==> src/uart_frame_pkg.sv <==
// constants, register map and carrier types for the serial port frame control block
// assumes a 32-bit axi4-lite register bus and one 200 mhz clock
`default_nettype none
package uart_frame_pkg;
   localparam int unsigned CLK_HZ = 200_000_000;
   localparam int unsigned BREAK_BITS = 13;
   // register byte addresses
   localparam logic [7:0] FRAME_CONTROL_ADDR = 8'h00;
   localparam logic [7:0] ENABLE_CONTROL_ADDR = 8'h04;
   localparam logic [7:0] WIRE_MODE_ADDR = 8'h08;
   localparam logic [7:0] PORT_STATUS_ADDR = 8'h0c;
   localparam logic [7:0] PORT_DATA_ADDR = 8'h10;
   localparam logic [7:0] BAUD_DIVISOR_ADDR = 8'h14;
   // frame_control_reg fields
   localparam int FC_MASTER = 7;
   localparam int FC_NINE = 6;
   localparam int FC_PAR_EN = 5;
   localparam int FC_PAR_ODD = 4;
   localparam int FC_TWO_STOP = 3;
   localparam int FC_BREAK = 2;
   localparam int FC_RX8 = 1;
   localparam int FC_TX8 = 0;
   // enable_control_reg fields
   localparam int EC_TX_EN = 7;
   localparam int EC_RX_EN = 6;
   localparam int EC_TX_EMPTY_IE = 0;
   // port_status_reg fields
   localparam int ST_OVERRUN = 7;
   localparam int ST_FRAMING = 6;
   localparam int ST_PARITY = 5;
   localparam int ST_NOISE = 4;
   localparam int ST_RX_IDLE = 3;
   localparam int ST_RX_AVAIL = 2;
   localparam int ST_TX_IDLE = 1;
   localparam int ST_TX_EMPTY = 0;
   localparam logic [7:0] CTRL_RESET = 8'h00;
   localparam logic [7:0] BAUD_RESET = 8'h00;
   localparam logic [1:0] RESP_OKAY = 2'b00;
   localparam logic [1:0] RESP_SLVERR = 2'b10;

   typedef struct packed {
      logic master_enable;
      logic nine_bit_select;
      logic parity_enable_bit;
      logic parity_odd_select;
      logic two_stop_select;
      logic break_send_bit;
      logic tx_enable_bit;
      logic rx_enable_bit;
      logic single_wire_select;
   } frame_cfg_t;

   typedef struct packed {
      logic tx_drive;
      logic tx_drive_en;
      logic shared_drive;
      logic shared_drive_en;
   } pin_drive_t;
endpackage
`default_nettype wire

==> src/uart_frame_ctrl.sv <==
// serial port frame control, transmit empty flag and transmitter with axi4-lite registers
// assumes an external pull-up holds floating pins high; rx side flags are reset-only here
//
// Function
// - empty flag sets when shifter takes data
// - status read then data write clears flag
// - transmitter enable sets the empty flag
// - master off leaves both pins undriven
// - master on: pins follow mode and enables
// - disable flushes buffer, resets baud counter
// - disable clears enables, flags; sets idle flags
// - disable keeps other configuration bits intact
// - clearing master aborts frames, keeps configuration
// - nine bit select picks 8 or 9 bits
// - parity replaces last data bit
// - parity enable turns parity on
// - parity type: one odd, zero even
// - two stop select gives two stops
// - received ninth bit is read only
// - transmit ninth bit is write only
// - transmitter needs both enables; abort otherwise
// - empty flag with enable raises request
//
// Chosen here: the AXI4-Lite slave port and the register offsets.
`default_nettype none
module uart_frame_ctrl
   import uart_frame_pkg::*;
#(
   parameter int unsigned BAUD_WIDTH = 8
) (
   input wire logic ref_clk_in,
   input wire logic reset_in,
   input wire logic [7:0] s_axi_awaddr_in,
   input wire logic s_axi_awvalid_in,
   output logic s_axi_awready_out,
   input wire logic [31:0] s_axi_wdata_in,
   input wire logic [3:0] s_axi_wstrb_in,
   input wire logic s_axi_wvalid_in,
   output logic s_axi_wready_out,
   output logic [1:0] s_axi_bresp_out,
   output logic s_axi_bvalid_out,
   input wire logic s_axi_bready_in,
   input wire logic [7:0] s_axi_araddr_in,
   input wire logic s_axi_arvalid_in,
   output logic s_axi_arready_out,
   output logic [31:0] s_axi_rdata_out,
   output logic [1:0] s_axi_rresp_out,
   output logic s_axi_rvalid_out,
   input wire logic s_axi_rready_in,
   output logic tx_pin_out,
   output logic tx_pin_oe_out,
   output logic shared_rx_tx_pin_out,
   output logic shared_rx_tx_pin_oe_out,
   output logic port_irq_out
);
   import uart_frame_pkg::*;

   typedef enum {TX_IDLE, TX_START, TX_DATA, TX_PARITY, TX_STOP, TX_BREAK} tx_state_t;

   // bus slave state
   logic aw_hold_reg, aw_hold_next, w_hold_reg, w_hold_next;
   logic [7:0] aw_addr_reg, aw_addr_next;
   logic [31:0] w_data_reg, w_data_next;
   logic w_lane_reg, w_lane_next;
   logic bvalid_reg, bvalid_next, rvalid_reg, rvalid_next;
   logic [1:0] bresp_reg, bresp_next, rresp_reg, rresp_next;
   logic [31:0] rdata_reg, rdata_next;
   // registers
   frame_cfg_t cfg_reg, cfg_next;
   logic tx_empty_ie_reg, tx_empty_ie_next;
   logic [4:0] ec_misc_reg, ec_misc_next;
   logic [7:0] baud_reg, baud_next;
   logic [7:0] hold_data_reg, hold_data_next;
   logic hold_ninth_reg, hold_ninth_next;
   logic hold_full_reg, hold_full_next;
   logic empty_flag_reg, empty_flag_next;
   logic status_armed_reg, status_armed_next;
   logic rx_ninth_reg;
   // transmitter
   tx_state_t tx_state_reg, tx_state_next;
   logic [8:0] shift_reg, shift_next;
   logic [3:0] bit_cnt_reg, bit_cnt_next;
   logic [4:0] brk_cnt_reg, brk_cnt_next;
   logic [BAUD_WIDTH+3:0] baud_cnt_reg, baud_cnt_next;
   logic parity_reg, parity_next;
   logic line_reg, line_next;
   pin_drive_t pins;

   logic wr_fire, rd_fire, tx_run, bit_tick, status_hit, port_active;
   logic [BAUD_WIDTH+3:0] bit_period;

   assign port_active = cfg_reg.master_enable;
   assign tx_run = cfg_reg.master_enable && cfg_reg.tx_enable_bit;
   // a bit lasts 16 * (divisor + 1) clocks
   assign bit_period = {baud_reg, 4'hf};
   assign bit_tick = tx_run && (baud_cnt_reg == bit_period);
   assign wr_fire = aw_hold_reg && w_hold_reg && !bvalid_reg;
   assign rd_fire = s_axi_arvalid_in && !rvalid_reg;
   assign status_hit = rd_fire && s_axi_araddr_in == PORT_STATUS_ADDR;

   assign s_axi_awready_out = !aw_hold_reg;
   assign s_axi_wready_out = !w_hold_reg;
   assign s_axi_arready_out = !rvalid_reg;
   assign s_axi_bvalid_out = bvalid_reg;
   assign s_axi_bresp_out = bresp_reg;
   assign s_axi_rvalid_out = rvalid_reg;
   assign s_axi_rresp_out = rresp_reg;
   assign s_axi_rdata_out = rdata_reg;
   assign port_irq_out = tx_empty_ie_reg && empty_flag_reg && port_active;

   // the receiver is outside this block, so the received ninth bit stays at reset
   always_ff @(posedge ref_clk_in or posedge reset_in) begin
      if (reset_in) begin
         rx_ninth_reg <= 1'b0;
      end else begin
         rx_ninth_reg <= rx_ninth_reg;
      end
   end

   // bus slave and register file
   always_comb begin
      logic [7:0] wb;
      wb = w_data_reg[7:0];
      aw_hold_next = aw_hold_reg;
      aw_addr_next = aw_addr_reg;
      w_hold_next = w_hold_reg;
      w_data_next = w_data_reg;
      w_lane_next = w_lane_reg;
      bvalid_next = bvalid_reg;
      bresp_next = bresp_reg;
      rvalid_next = rvalid_reg;
      rresp_next = rresp_reg;
      rdata_next = rdata_reg;
      cfg_next = cfg_reg;
      tx_empty_ie_next = tx_empty_ie_reg;
      ec_misc_next = ec_misc_reg;
      baud_next = baud_reg;
      hold_data_next = hold_data_reg;
      hold_ninth_next = hold_ninth_reg;
      hold_full_next = hold_full_reg;
      empty_flag_next = empty_flag_reg;
      status_armed_next = status_armed_reg;
      if (s_axi_awvalid_in && !aw_hold_reg) begin
         aw_hold_next = 1'b1;
         aw_addr_next = s_axi_awaddr_in;
      end
      if (s_axi_wvalid_in && !w_hold_reg) begin
         w_hold_next = 1'b1;
         w_data_next = s_axi_wdata_in;
         w_lane_next = s_axi_wstrb_in[0];
      end
      if (bvalid_reg && s_axi_bready_in) begin
         bvalid_next = 1'b0;
      end
      if (rvalid_reg && s_axi_rready_in) begin
         rvalid_next = 1'b0;
      end
      if (wr_fire) begin
         aw_hold_next = 1'b0;
         w_hold_next = 1'b0;
         bvalid_next = 1'b1;
         bresp_next = RESP_OKAY;
         if (w_lane_reg) begin
            unique case (aw_addr_reg)
               FRAME_CONTROL_ADDR: begin
                  cfg_next.master_enable = wb[FC_MASTER];
                  cfg_next.nine_bit_select = wb[FC_NINE];
                  cfg_next.parity_enable_bit = wb[FC_PAR_EN];
                  cfg_next.parity_odd_select = wb[FC_PAR_ODD];
                  cfg_next.two_stop_select = wb[FC_TWO_STOP];
                  cfg_next.break_send_bit = wb[FC_BREAK];
                  hold_ninth_next = wb[FC_TX8];
               end
               ENABLE_CONTROL_ADDR: begin
                  cfg_next.tx_enable_bit = wb[EC_TX_EN];
                  cfg_next.rx_enable_bit = wb[EC_RX_EN];
                  tx_empty_ie_next = wb[EC_TX_EMPTY_IE];
                  ec_misc_next = wb[EC_RX_EN-1:EC_TX_EMPTY_IE+1];
                  if (wb[EC_TX_EN] && !cfg_reg.tx_enable_bit) begin
                     empty_flag_next = 1'b1;
                  end
               end
               WIRE_MODE_ADDR: cfg_next.single_wire_select = wb[0];
               BAUD_DIVISOR_ADDR: baud_next = wb;
               PORT_DATA_ADDR: begin
                  hold_data_next = wb;
                  hold_full_next = 1'b1;
                  if (status_armed_reg) begin
                     empty_flag_next = 1'b0;
                     status_armed_next = 1'b0;
                  end
               end
               PORT_STATUS_ADDR: ;
               default: bresp_next = RESP_SLVERR;
            endcase
         end
      end
      if (rd_fire) begin
         rvalid_next = 1'b1;
         rresp_next = RESP_OKAY;
         rdata_next = '0;
         unique case (s_axi_araddr_in)
            FRAME_CONTROL_ADDR: begin
               rdata_next[FC_MASTER] = cfg_reg.master_enable;
               rdata_next[FC_NINE] = cfg_reg.nine_bit_select;
               rdata_next[FC_PAR_EN] = cfg_reg.parity_enable_bit;
               rdata_next[FC_PAR_ODD] = cfg_reg.parity_odd_select;
               rdata_next[FC_TWO_STOP] = cfg_reg.two_stop_select;
               rdata_next[FC_BREAK] = cfg_reg.break_send_bit;
               rdata_next[FC_RX8] = rx_ninth_reg;
            end
            ENABLE_CONTROL_ADDR: begin
               rdata_next[EC_TX_EN] = cfg_reg.tx_enable_bit;
               rdata_next[EC_RX_EN] = cfg_reg.rx_enable_bit;
               rdata_next[EC_RX_EN-1:EC_TX_EMPTY_IE+1] = ec_misc_reg;
               rdata_next[EC_TX_EMPTY_IE] = tx_empty_ie_reg;
            end
            WIRE_MODE_ADDR: rdata_next[0] = cfg_reg.single_wire_select;
            BAUD_DIVISOR_ADDR: rdata_next[7:0] = baud_reg;
            PORT_STATUS_ADDR: begin
               rdata_next[ST_RX_IDLE] = 1'b1;
               rdata_next[ST_TX_IDLE] = !hold_full_reg && tx_state_reg == TX_IDLE && !cfg_reg.break_send_bit;
               rdata_next[ST_TX_EMPTY] = empty_flag_reg;
            end
            PORT_DATA_ADDR: ;
            default: rresp_next = RESP_SLVERR;
         endcase
      end
      if (status_hit && empty_flag_reg) begin
         status_armed_next = 1'b1;
      end
      // shifter takes the held character
      if (tx_run && tx_state_reg == TX_IDLE && hold_full_reg) begin
         hold_full_next = wr_fire && w_lane_reg && aw_addr_reg == PORT_DATA_ADDR;
         empty_flag_next = 1'b1;
      end
      if (port_active && !cfg_reg.tx_enable_bit) begin
         hold_full_next = 1'b0;
      end
      // master off: reset activity and flags, keep configuration
      if (!cfg_reg.master_enable) begin
         cfg_next.tx_enable_bit = 1'b0;
         cfg_next.rx_enable_bit = 1'b0;
         cfg_next.break_send_bit = 1'b0;
         hold_full_next = 1'b0;
         empty_flag_next = 1'b1;
         status_armed_next = 1'b0;
      end
   end

   // transmitter next state
   always_comb begin
      tx_state_next = tx_state_reg;
      shift_next = shift_reg;
      bit_cnt_next = bit_cnt_reg;
      brk_cnt_next = brk_cnt_reg;
      parity_next = parity_reg;
      line_next = line_reg;
      baud_cnt_next = bit_tick ? '0 : baud_cnt_reg + 1'b1;
      unique case (tx_state_reg)
         TX_IDLE: begin
            line_next = 1'b1;
            baud_cnt_next = '0;
            if (tx_run && hold_full_reg) begin
               tx_state_next = TX_START;
               shift_next = {hold_ninth_reg, hold_data_reg};
               parity_next = cfg_reg.parity_odd_select;
               line_next = 1'b0;
            end else if (tx_run && cfg_reg.break_send_bit) begin
               tx_state_next = TX_BREAK;
               brk_cnt_next = '0;
               line_next = 1'b0;
            end
         end
         TX_START: begin
            if (bit_tick) begin
               tx_state_next = TX_DATA;
               bit_cnt_next = '0;
               line_next = shift_reg[0];
               parity_next = parity_reg ^ shift_reg[0];
               shift_next = shift_reg >> 1;
            end
         end
         TX_DATA: begin
            if (bit_tick) begin
               // parity takes the place of the last data bit
               if (bit_cnt_reg == (cfg_reg.nine_bit_select ? 4'd7 : 4'd6) - {3'b000, cfg_reg.parity_enable_bit} + 4'd1
                   && cfg_reg.parity_enable_bit) begin
                  tx_state_next = TX_PARITY;
                  line_next = parity_reg;
               end else if (bit_cnt_reg == (cfg_reg.nine_bit_select ? 4'd8 : 4'd7)) begin
                  tx_state_next = TX_STOP;
                  bit_cnt_next = '0;
                  line_next = 1'b1;
               end else begin
                  bit_cnt_next = bit_cnt_reg + 1'b1;
                  line_next = shift_reg[0];
                  parity_next = parity_reg ^ shift_reg[0];
                  shift_next = shift_reg >> 1;
               end
            end
         end
         TX_PARITY: begin
            if (bit_tick) begin
               tx_state_next = TX_STOP;
               bit_cnt_next = '0;
               line_next = 1'b1;
            end
         end
         TX_STOP: begin
            if (bit_tick) begin
               if (cfg_reg.two_stop_select && bit_cnt_reg == '0) begin
                  bit_cnt_next = 4'd1;
               end else begin
                  tx_state_next = TX_IDLE;
               end
            end
         end
         TX_BREAK: begin
            line_next = 1'b0;
            if (bit_tick && brk_cnt_reg != 5'(BREAK_BITS)) begin
               brk_cnt_next = brk_cnt_reg + 1'b1;
            end
            if (brk_cnt_reg == 5'(BREAK_BITS) && !cfg_reg.break_send_bit) begin
               tx_state_next = TX_IDLE;
               line_next = 1'b1;
            end
         end
      endcase
      if (!tx_run) begin
         tx_state_next = TX_IDLE;
         baud_cnt_next = '0;
         line_next = 1'b1;
      end
   end

   // pin drive: single wire mode sends on the shared pin unless receive is also on
   always_comb begin
      pins.tx_drive = line_reg;
      pins.shared_drive = line_reg;
      pins.tx_drive_en = 1'b0;
      pins.shared_drive_en = 1'b0;
      if (cfg_reg.master_enable) begin
         if (cfg_reg.single_wire_select) begin
            pins.shared_drive_en = cfg_reg.tx_enable_bit && !cfg_reg.rx_enable_bit;
         end else begin
            pins.tx_drive_en = cfg_reg.tx_enable_bit;
         end
      end
   end
   assign tx_pin_out = pins.tx_drive;
   assign tx_pin_oe_out = pins.tx_drive_en;
   assign shared_rx_tx_pin_out = pins.shared_drive;
   assign shared_rx_tx_pin_oe_out = pins.shared_drive_en;

   always_ff @(posedge ref_clk_in or posedge reset_in) begin
      if (reset_in) begin
         aw_hold_reg <= 1'b0;
         aw_addr_reg <= '0;
         w_hold_reg <= 1'b0;
         w_data_reg <= '0;
         w_lane_reg <= 1'b0;
         bvalid_reg <= 1'b0;
         bresp_reg <= RESP_OKAY;
         rvalid_reg <= 1'b0;
         rresp_reg <= RESP_OKAY;
         rdata_reg <= '0;
         cfg_reg <= '0;
         tx_empty_ie_reg <= 1'b0;
         ec_misc_reg <= '0;
         baud_reg <= BAUD_RESET;
         hold_data_reg <= '0;
         hold_ninth_reg <= 1'b0;
         hold_full_reg <= 1'b0;
         empty_flag_reg <= 1'b1;
         status_armed_reg <= 1'b0;
         tx_state_reg <= TX_IDLE;
         shift_reg <= '0;
         bit_cnt_reg <= '0;
         brk_cnt_reg <= '0;
         baud_cnt_reg <= '0;
         parity_reg <= 1'b0;
         line_reg <= 1'b1;
      end else begin
         aw_hold_reg <= aw_hold_next;
         aw_addr_reg <= aw_addr_next;
         w_hold_reg <= w_hold_next;
         w_data_reg <= w_data_next;
         w_lane_reg <= w_lane_next;
         bvalid_reg <= bvalid_next;
         bresp_reg <= bresp_next;
         rvalid_reg <= rvalid_next;
         rresp_reg <= rresp_next;
         rdata_reg <= rdata_next;
         cfg_reg <= cfg_next;
         tx_empty_ie_reg <= tx_empty_ie_next;
         ec_misc_reg <= ec_misc_next;
         baud_reg <= baud_next;
         hold_data_reg <= hold_data_next;
         hold_ninth_reg <= hold_ninth_next;
         hold_full_reg <= hold_full_next;
         empty_flag_reg <= empty_flag_next;
         status_armed_reg <= status_armed_next;
         tx_state_reg <= tx_state_next;
         shift_reg <= shift_next;
         bit_cnt_reg <= bit_cnt_next;
         brk_cnt_reg <= brk_cnt_next;
         baud_cnt_reg <= baud_cnt_next;
         parity_reg <= parity_next;
         line_reg <= line_next;
      end
   end
endmodule
`default_nettype wire

==> config.mk <==
export PLATFORM = sky130hd
export DESIGN_NAME = uart_frame_ctrl
export DESIGN_NICKNAME = d
export VERILOG_FILES = /design/src/uart_frame_pkg.sv /design/src/uart_frame_ctrl.sv
export SDC_FILE = /design/constraint.sdc
export NUM_CORES = 1
export LEC_CHECK = 0
export BUFFER_PORTS_ARGS = -buffer_cell sky130_fd_sc_hd__clkbuf_2
export CAP_MARGIN = 30
export CORE_ASPECT_RATIO = 2
export CORE_MARGIN = 5
export CORE_UTILIZATION = 35
export CTS_CLUSTER_DIAMETER = 40
export CTS_CLUSTER_SIZE = 25
export DETAILED_ROUTE_END_ITERATION = 10
export GPL_TIMING_DRIVEN = 0
export SYNTH_ARGS = -nofsm -noshare
export SYNTH_HDL_FRONTEND = slang
export SYNTH_SLANG_ARGS = --single-unit
==> constraint.sdc <==
create_clock -name ref_clk_in -period 5.2 [get_ports ref_clk_in]
set_clock_uncertainty 0.1 [all_clocks]
set_input_delay 0.52 -clock ref_clk_in [delete_from_list [all_inputs] [get_ports ref_clk_in]]
set_output_delay 0.52 -clock ref_clk_in [all_outputs]
set_load 0.02 [all_outputs]
Yosys cells after proc, flatten, opt, wreduce, memory -nomap -nowiden

Index checks and enable logic that the tools add are counted.

Output and inout port bits: 46
Word-level logic and storage cells: 255
Input port bits: 59
Register bits after elaboration: 132

Add/sub/neg operators: 5
Mux-type cells: 94
Equal/unequal tests: 55
Reduce and logical (&&, ||, !) cells: 66
Bitwise logic cells: 1

Operators by type and width:

| operator              | number |
|---|---|
| $mux 32               | 11 |
| $pmux 32 s6           | 1 |
| $eq 32x2->1 const B   | 2 |
| $eq 32x3->1 const B   | 2 |
| $logic_not 32->1      | 2 |
| $mux 1                | 46 |
| $mux 9                | 5 |
| $mux 12               | 3 |
| $mux 4                | 9 |
| $eq 32x1->1 const B   | 1 |
| $eq 8x4->1 const B    | 4 |
| $eq 8x5->1 const B    | 4 |
| $logic_and 1x1->1     | 28 |
| $pmux 9 s3            | 1 |
| $reduce_and 3->1      | 9 |
| $pmux 4 s3            | 2 |
| $ne 2x2->1 const B    | 11 |
| $ne 3x3->1 const B    | 6 |
| $eq 8x3->1 const B    | 2 |
| $logic_not 8->1       | 2 |
| $ne 4x4->1 const B    | 4 |
| $mux 5                | 3 |
| $add 12x1->12 const B | 1 |
| $eq 12x12->1          | 1 |
| 30 further kinds      | 61 |

Depth between registers and ports, before layout

Gate-level depths: netlist of run 1.

Depth after elaboration: 9
Depth in mapped cells: 7
Gate-level depth less buffers: 7

Worst setup path after synthesis of run 1

No wires, ideal clock.

Path type: reg2reg
From: reg cfg_reg[6] (netlist name)
To: reg shift_reg[0]
Library setup time: 125 ps
Period minus slack after synthesis: 2318 ps
Cell stages (with the launch flop): 8
Path buffers: 0
Data required time: 4975 ps
Arrival time: 2093 ps
Path slack: 2882 ps
Cells stage by stage: dfrtp_1 > inv_1 > ha_1 > nor3b_1 > o2111a_1 > a2111oi_4 > a21boi_4 > mux2_2

Word-level cells in the longest chain between the ends: 6

RTL lines:

| what                                  | RTL line               | RTL |
|---|---|---|
| start: declaration                    | uart_frame_ctrl.sv:69  | `frame_cfg_t cfg_reg, cfg_next;` |
| start signal: assignment              | uart_frame_ctrl.sv:395 | `cfg_reg <= cfg_next;` |
| $sub 3x1->4                           | uart_frame_ctrl.sv:287 | `if (bit_cnt_reg == (cfg_reg.nine_bit_select ? 4'd7 : 4'd6) - {3'b000, cfg_reg.parity_enable_bit} + 4'd1` |
| $add 4x1->4                           | uart_frame_ctrl.sv:287 |  |
| $eq 4x4->1                            | uart_frame_ctrl.sv:287 |  |
| $logic_and 1x1->1 (*)                 | uart_frame_ctrl.sv:288 | `&& cfg_reg.parity_enable_bit) begin` |
| $ne 2x2->1 (no source line) (*)       | -                      |  |
| $reduce_and 6->1 (no source line) (*) | -                      |  |
| end signal: assignment                | uart_frame_ctrl.sv:405 | `shift_reg <= shift_next;` |
| end: declaration                      | uart_frame_ctrl.sv:81  | `logic [8:0] shift_reg, shift_next;` |

Every way passes the cells marked *; elsewhere a longest branch is shown, timed or not.
A chain may end at the register's enable or synchronous reset.

Worst setup path after layout of run 1

From: reg cfg_reg, in the netlist port_active
To: out shared_rx_tx_pin_oe_out

Word-level cells in the longest chain between the ends: 1

RTL lines:

| what             | RTL line               | RTL |
|---|---|---|
| $mux 1           | uart_frame_ctrl.sv:343 | `if (cfg_reg.master_enable) begin` |
| end: declaration | uart_frame_ctrl.sv:53  | `output logic shared_rx_tx_pin_oe_out,` |

No other way between the ends.

==> out/results.ini, run 1 <==
[run_status]
status=finished, final reports clean

[sta]
period_needed_ps=2666
rsz0062_at_grt=no
worst_pin_slew_ps=740.4
relSlewSlack_pct=50.64
setup_viol=0
setup-tns-final_ps=0
hold_violations=0
timing.fmax_mhz=375.2
fin_crit_sh_pct=51.26
slew_viol_final=0

[grt]
antenna_found_initial=0
grt_use_total_pct=14.78
grt_pass1_vias=4136
grt_overflow_total=0
grt_pass1_wl_um=21000
grt_start_max_net_pins=57

[synthesis]
syn_avg_cell_area_um2=10.66
synthArstFlopShare_pct=100.0
postSynthCellCount=495
synth_ff_type=dfrtp_1
synth_edf_count=0
synth_seq_area_share_pct=47.93
synth_cell_type_count=64
syn-cell-area_um2=5279
synth_seq_cells=101
synth_warnings=0

[place]
place_area_um2=5894
dpl.hpwl_um=10100
dp_cells=767
gp_congestion=0.9009
portBuffers=50

[clock_tree]
cts.root.buffer_cell=clkbuf_16
cts_sinks=101
clock_latency_ps=350
cts_hold_buf=0
cts_buffers=9
cts_tree=yes
cts.path.max_buffers=2
postCtsSetupBuffers=0
htreeDepth=3
clkTransAtPathRegs_ps=70
cts_resized=0

[routing]
drt-total-wl_um=12760
dr_total_vias=3947
post-route-drc-count=0
ant_nets=0
via_per_inst=5.041
post_drt_wl_per_cell_um=16.29
drtIter0Drc=143
drt_pass1_iterations=4

[critical_path]
worstSetupPathType=flip-flop to output port
max_stage_delay_ps=350
start_kind=flip-flop
cpMostUsedCell=clkbuf_1
slowest_stage=clkbuf_1
crit_chain=clkbuf_1 > nand2_1 > clkbuf_1 > nor3b_1 > clkbuf_2
critPathArrivalTime_ps=2050
end_kind=output port
critical_path_depth=5
r2r_cells=6
path_buf_inv=3
required_ps=4580
crit_family=buffers and inverters
path_max_fanout=10

[floorplan]
start_util_pct=35.62
core_area_um2=14820
io_pins=105
dieArea_um2=17790
die_h_um=183.7
dieWidth_um=96.84
rows=63

[final_layout]
diodes=0
largest_reg_flops=12
final-instance-count-excl-fill=783
nets=648
finish.instance_area_um2=6190
drive_gt1_share_pct=29.59
syn_to_final_growth_pct=17.26

[power]
leakagePower_nw=2.873
power.density_nw_per_um2=333.4
ir_drop_v=0.0001823

[job]
max_cap_viol_count=0

[min_path]
hold_path_class=input pin to asynchronous set/reset pin

[synth_stat cells (2+ instances only)]
cell type / n / area share (%)
or4_1: 4 / 0.57
nand4b_1: 3 / 0.50
o21a_1: 3 / 0.43
nand3b_1: 5 / 0.71
dfstp_2: 2 / 1.0
o31ai_1: 2 / 0.28
nor3b_1: 4 / 0.57
nand3_1: 17 / 1.6
and3_1: 5 / 0.59
and4_1: 2 / 0.33
inv_1: 20 / 1.4
a21boi_0: 3 / 0.43
nor2_1: 33 / 2.3
a32oi_1: 2 / 0.33
nor4_1: 3 / 0.36
o211ai_1: 3 / 0.43
mux2i_1: 2 / 0.38
nor3_1: 8 / 0.76
dfrtp_1: 99 / 47
or3_1: 3 / 0.36
buf_2: 2 / 0.19
nand2_1: 37 / 2.6
buf_4: 27 / 3.8
a311oi_1: 2 / 0.33
ha_1: 6 / 1.4
xor2_1: 5 / 0.83
clkbuf_1: 11 / 0.78
nand4_1: 7 / 0.83
and2_1: 4 / 0.47
a22o_1: 5 / 0.83
nand2b_1: 6 / 0.71
o21ai_0: 28 / 2.7
nor2b_1: 5 / 0.59
a21oi_1: 12 / 1.1
a22oi_1: 5 / 0.71
o22ai_1: 3 / 0.36
mux2_2: 64 / 14
xnor2_1: 15 / 2.5
or2_2: 3 / 0.36
[cell families after synthesis]
| group | share of synthesized area (%) |
|---|---|
| simple gates | 15.74 |
| flops | 47.93 |
| compound gates | 11.19 |
| mux | 14.03 |
| buf+inv | 6.305 |
| xor+xnor | 3.318 |
| fa+ha+maj | 1.422 |
| other cells | 0.07104 |
[cells in the final DEF (no fill, tap or decap), drive strengths merged, types with 4 or more instances in the layout]
master	Yosys	final
a21boi	4	4
a21oi	12	12
a22o	5	5
a22oi	5	5
and2	4	4
and3	5	5
buf	30	32
clkbuf	11	70
clkinv	0	4
conb	1	26
dfrtp	99	99
ha	6	6
inv	20	23
mux2	64	64
nand2	37	37
nand2b	6	6
nand3	17	17
nand3b	5	5
nand4	7	7
nor2	34	34
nor2b	5	5
nor3	8	8
nor3b	4	4
nor4	4	4
o21ai	28	28
or4	5	5
xnor2	15	15
xor2	5	5
[final cells by class]
cell class | instances | area (µm²)
Clock inverter | 7 | 70.07
Multi-Input combinational cell | 358 | 2510
Buffer | 41 | 257.7
Tap cell | 195 | 244.0
Sequential cell | 101 | 2530
Clock buffer | 9 | 225.2
Timing Repair Buffer | 52 | 275.3
Fill cell | 1476 | 8630
Inverter | 20 | 77.57
[final timing paths]
kind | slack (ps) | endpoint | start
worst min-delay path | 190 | brk_cnt_reg[3]$_DFFE_PP0P_ | reset_in
worst min register to register | 360 | baud_cnt_reg[0]$_DFF_PP0_ | baud_cnt_reg[0]$_DFF_PP0_
max in group asynchronous | 4040 | empty_flag_reg$_DFFE_PP1P_ | reset_in
min in group ref_clk_in | 250 | s_axi_bvalid_out$_DFFE_PP0P_ | s_axi_bready_in
worst max register to register | 2580 | shift_reg[0]$_DFFE_PP0P_ | tx_state_reg[0]$_DFFE_PP0P_
worst max-delay path | 2530 | shared_rx_tx_pin_oe_out | port_active$_DFFE_PP0P_
[per-layer routing]
layer	routed length, µm	part of all wire, %	up-vias	global-route usage [%]
li1	-	-	1897	-
met5	0	0	-	0
met3	351	2.8	22	1.937
met1	4664	37	1947	15.29
met2	7257	57	81	28.65
met4	482	3.8	0	7.424
[per-stage QoR]
stage	power, W	hold slack, ps	util, %	setup slack, ps
after floorplan	0.001285	324.4	-	1936
after global placement	0.001402	340.6	39.59	815.3
after detailed placement	0.001422	352.6	39.78	2589
after CTS	0.002081	218.4	41.77	2483
after global routing	0.002166	253.2	41.77	2372
final	0.002064	187.0	41.77	2534
[report_power, final]
part | total (W) | switching, W | internal, W
Sequential | 0.00104 | 0.000135 | 0.000904
Combinational | 0.000362 | 0.000180 | 0.000182
Clock | 0.000663 | 0.000325 | 0.000338
Total | 0.00206 | 0.000639 | 0.00142
Power figures use the tool's default switching activity.
==> run 2, diff against run 1 <==
Clock period 5.2 ns to 2.5 ns, I/O delays scaled along.
==> run 2 against run 1 <==
Against the previous run:
- hold slack worse by 170 ps
- clock power rose by 100%
- wire length is 2.8% higher
- core utilization rose by 1.0 points
- flip-flop and latch count unchanged
- critical endpoint is now shift_reg[4]$_DFFE_PP0P_
==> out/results.ini, run 2 (synthesized netlist as in run 1, its figures left out) <==
[final_layout]
final-instance-count-excl-fill=793  ; was 783
syn_to_final_growth_pct=20.15  ; was 17.26%
final_cell_mix=dfrtp_1, mux2_2, clkbuf_2  ; unchanged
nets=658  ; was 648
largest_reg_flops=12  ; unchanged
drive_gt1_share_pct=31.44  ; was 29.59%
diodes=0  ; unchanged
layout.cells.most_common=dfrtp_1  ; unchanged

[power]
p_sw_share_pct=30.53  ; was 30.98%
power.density_nw_per_um2=674.9  ; was 333.4 nW/µm²
power_frac_seq_pct=50.7  ; was 50.3%
ir_drop_v=0.0003890  ; was 0.0001823 V
p_sw_w=0.001307  ; was 0.0006393 W
p_clk_share_pct=31.3  ; was 32.1%
comb_power_share_pct=18.0  ; was 17.5%
leakagePower_nw=2.929  ; was 2.873 nW
internal-power_w=0.002974  ; was 0.001424 W
total_power_w=0.004280  ; was 0.002064 W

[place]
gp_congestion=0.9038  ; was 0.9009
portBuffers=50  ; unchanged
dp_cells=769  ; was 767
dpl.hpwl_um=10400  ; was 10100 µm

[clock_tree]
cts_buffers=9  ; unchanged
htreeDepth=3  ; unchanged
cts_sinks=101  ; unchanged
cts.root.buffer_cell=clkbuf_16  ; unchanged
clock_latency_ps=350  ; about the same
cts_tree=yes  ; unchanged
cts.path.max_buffers=2  ; unchanged
clkTransAtPathRegs_ps=70  ; about the same

[critical_path]
endpoint=shift_reg[4]$_DFFE_PP0P_  ; was shared_rx_tx_pin_oe_out
path_max_fanout=9  ; was 10
r2r_cells=8  ; was 6
worstSetupPathType=flip-flop to flip-flop  ; was flip-flop to output port
startpoint=cfg_reg[6]$_DFFE_PP0P_  ; was port_active$_DFFE_PP0P_
required_ps=2630  ; was 4580 ps
end_kind=flip-flop  ; was output port
rrSetupSlack_ps=8  ; was 2580 ps
critPathArrivalTime_ps=2620  ; was 2050 ps
start_kind=flip-flop  ; unchanged
reg2reg_to=shift_reg[4]$_DFFE_PP0P_  ; was shift_reg[0]$_DFFE_PP0P_
r2r_start=cfg_reg[6]$_DFFE_PP0P_  ; was tx_state_reg[0]$_DFFE_PP0P_

[grt]
grt_use_total_pct=15.08  ; was 14.78%
grt_start_max_net_pins=39  ; was 57
grt_pass1_vias=4253  ; was 4136
grt_overflow_total=0  ; unchanged
antenna_found_initial=0  ; unchanged
grt_pass1_wl_um=21250  ; was 21000 µm

[routing]
post_drt_wl_per_cell_um=16.53  ; was 16.29 µm
via_per_inst=5.044  ; was 5.041
ant_nets=0  ; unchanged
dr_total_vias=4000  ; was 3947
post-route-drc-count=0  ; unchanged
drt-total-wl_um=13110  ; was 12760 µm
drt_pass1_iterations=4  ; unchanged
drtIter0Drc=137  ; was 143

[floorplan]
rows=63  ; unchanged
dieWidth_um=96.84  ; unchanged
die_h_um=183.7  ; unchanged
dieArea_um2=17790  ; unchanged
core_area_um2=14820  ; unchanged
io_pins=105  ; unchanged
start_util_pct=35.62  ; unchanged

[sta]
period_needed_ps=2492
slew_viol_final=0  ; unchanged
fin_crit_sh_pct=99.69
hold_violations=0  ; unchanged
setup-tns-final_ps=0  ; unchanged
setup_viol=0  ; unchanged
timing.fmax_mhz=401.3
worst_pin_slew_ps=627.9  ; was 740.4 ps
relSlewSlack_pct=57.75  ; was 50.64%

[run_status]
status=finished, final reports clean  ; unchanged

[job]
max_cap_viol_count=0  ; unchanged

[min_path]
hold_path_class=input pin to flip-flop  ; was input pin to asynchronous set/reset pin

-- run 2: cell types whose count changed in the layout (fill, tap and decap cells not counted), sizes merged --
cell	previous run	this run
dlygate4sd3	0	3
inv	23	22
clkinv	4	2
clkinvlp	0	2
buf	32	40
-- run 2: worst max-delay path: stages (launching register included) --
cell and delay (ps):
dfrtp_1 420, inv_1 100, ha_4 160, nor3b_1 150, o2111a_2 300, a2111oi_4 390
a21boi_4 270, buf_12 140, mux2_2 330
-- run 2: cell type report --
type / instances / area [µm²]
Sequential cell: 101 / 2531
Tap cell: 195 / 244.0
Fill cell: 1493 / 8477
Buffer: 40 / 255.2
Clock buffer: 10 / 229.0
Clock inverter: 6 / 53.80
Inverter: 20 / 78.83
Timing Repair Buffer: 63 / 410.4
Multi-Input combinational cell: 358 / 2540
-- run 2: layer usage --
layer	part of all wire (%)	up-vias	wire, µm	track usage (%)
met4	6.1	0	801	10.63
li1	-	1921	-	-
met3	3.5	45	460	2.621
met1	34	1921	4464	14.21
met2	56	113	7384	28.88
met5	0	-	0	0
-- run 2: per-stage QoR --
stage / setup WS [ps] / area (µm²) / utilization [%] / hold slack, ps
after detailed placement: -157.3 / 5943 / 40.10 / 65.42
after CTS: 13.50 / 6277 / 42.36 / 14.78
final: 7.799 / 6342 / 42.80 / 17.09
after floorplan: 181.9 / 5376 / - / 246.4
after global placement: -125.6 / 5871 / 39.62 / 330.3
after global routing: -44.44 / 6342 / 42.80 / 16.14
-- run 2: worst min path at each step --
| stage | startpoint | to | slack (ps) | cells after the start |
|---|---|---|---|---|
| after floorplan | s_axi_bready_in | s_axi_bvalid_out$_DFFE_PP0P_ | 250 | 1 |
| after global placement | s_axi_rready_in | s_axi_rvalid_out$_DFFE_PP0P_ | 330 | 2 |
| after detailed placement | reset_in | brk_cnt_reg[3]$_DFFE_PP0P_ | 70 | 2 |
| after CTS | s_axi_wvalid_in | w_hold_reg$_DFFE_PP0P_ | 10 | 2 |
| after global routing | s_axi_awvalid_in | aw_hold_reg$_DFFE_PP0P_ | 20 | 2 |
| final | s_axi_wvalid_in | w_hold_reg$_DFFE_PP0P_ | 20 | 2 |
-- run 2: what timing repair did --
item / 4_1_cts / 5_1_grt
resized for setup: 2 / 5
pin swaps: 1 / 2
hold buffers: 3 / 0
endpoints found under the hold margin: 43 / 0
endpoints found under the setup margin: 9 / 18
setup buffers: 1 / 5
-- run 2: power by group through the flow --
stage	Clock (W)	Sequential [W]	Combinational, W
after detailed placement	0	0.00220	0.000770
after floorplan	0	0.00211	0.000567
after CTS	0.00139	0.00217	0.000768
after global routing	0.00145	0.00221	0.000855
final	0.00134	0.00217	0.000770
after global placement	0	0.00219	0.000732
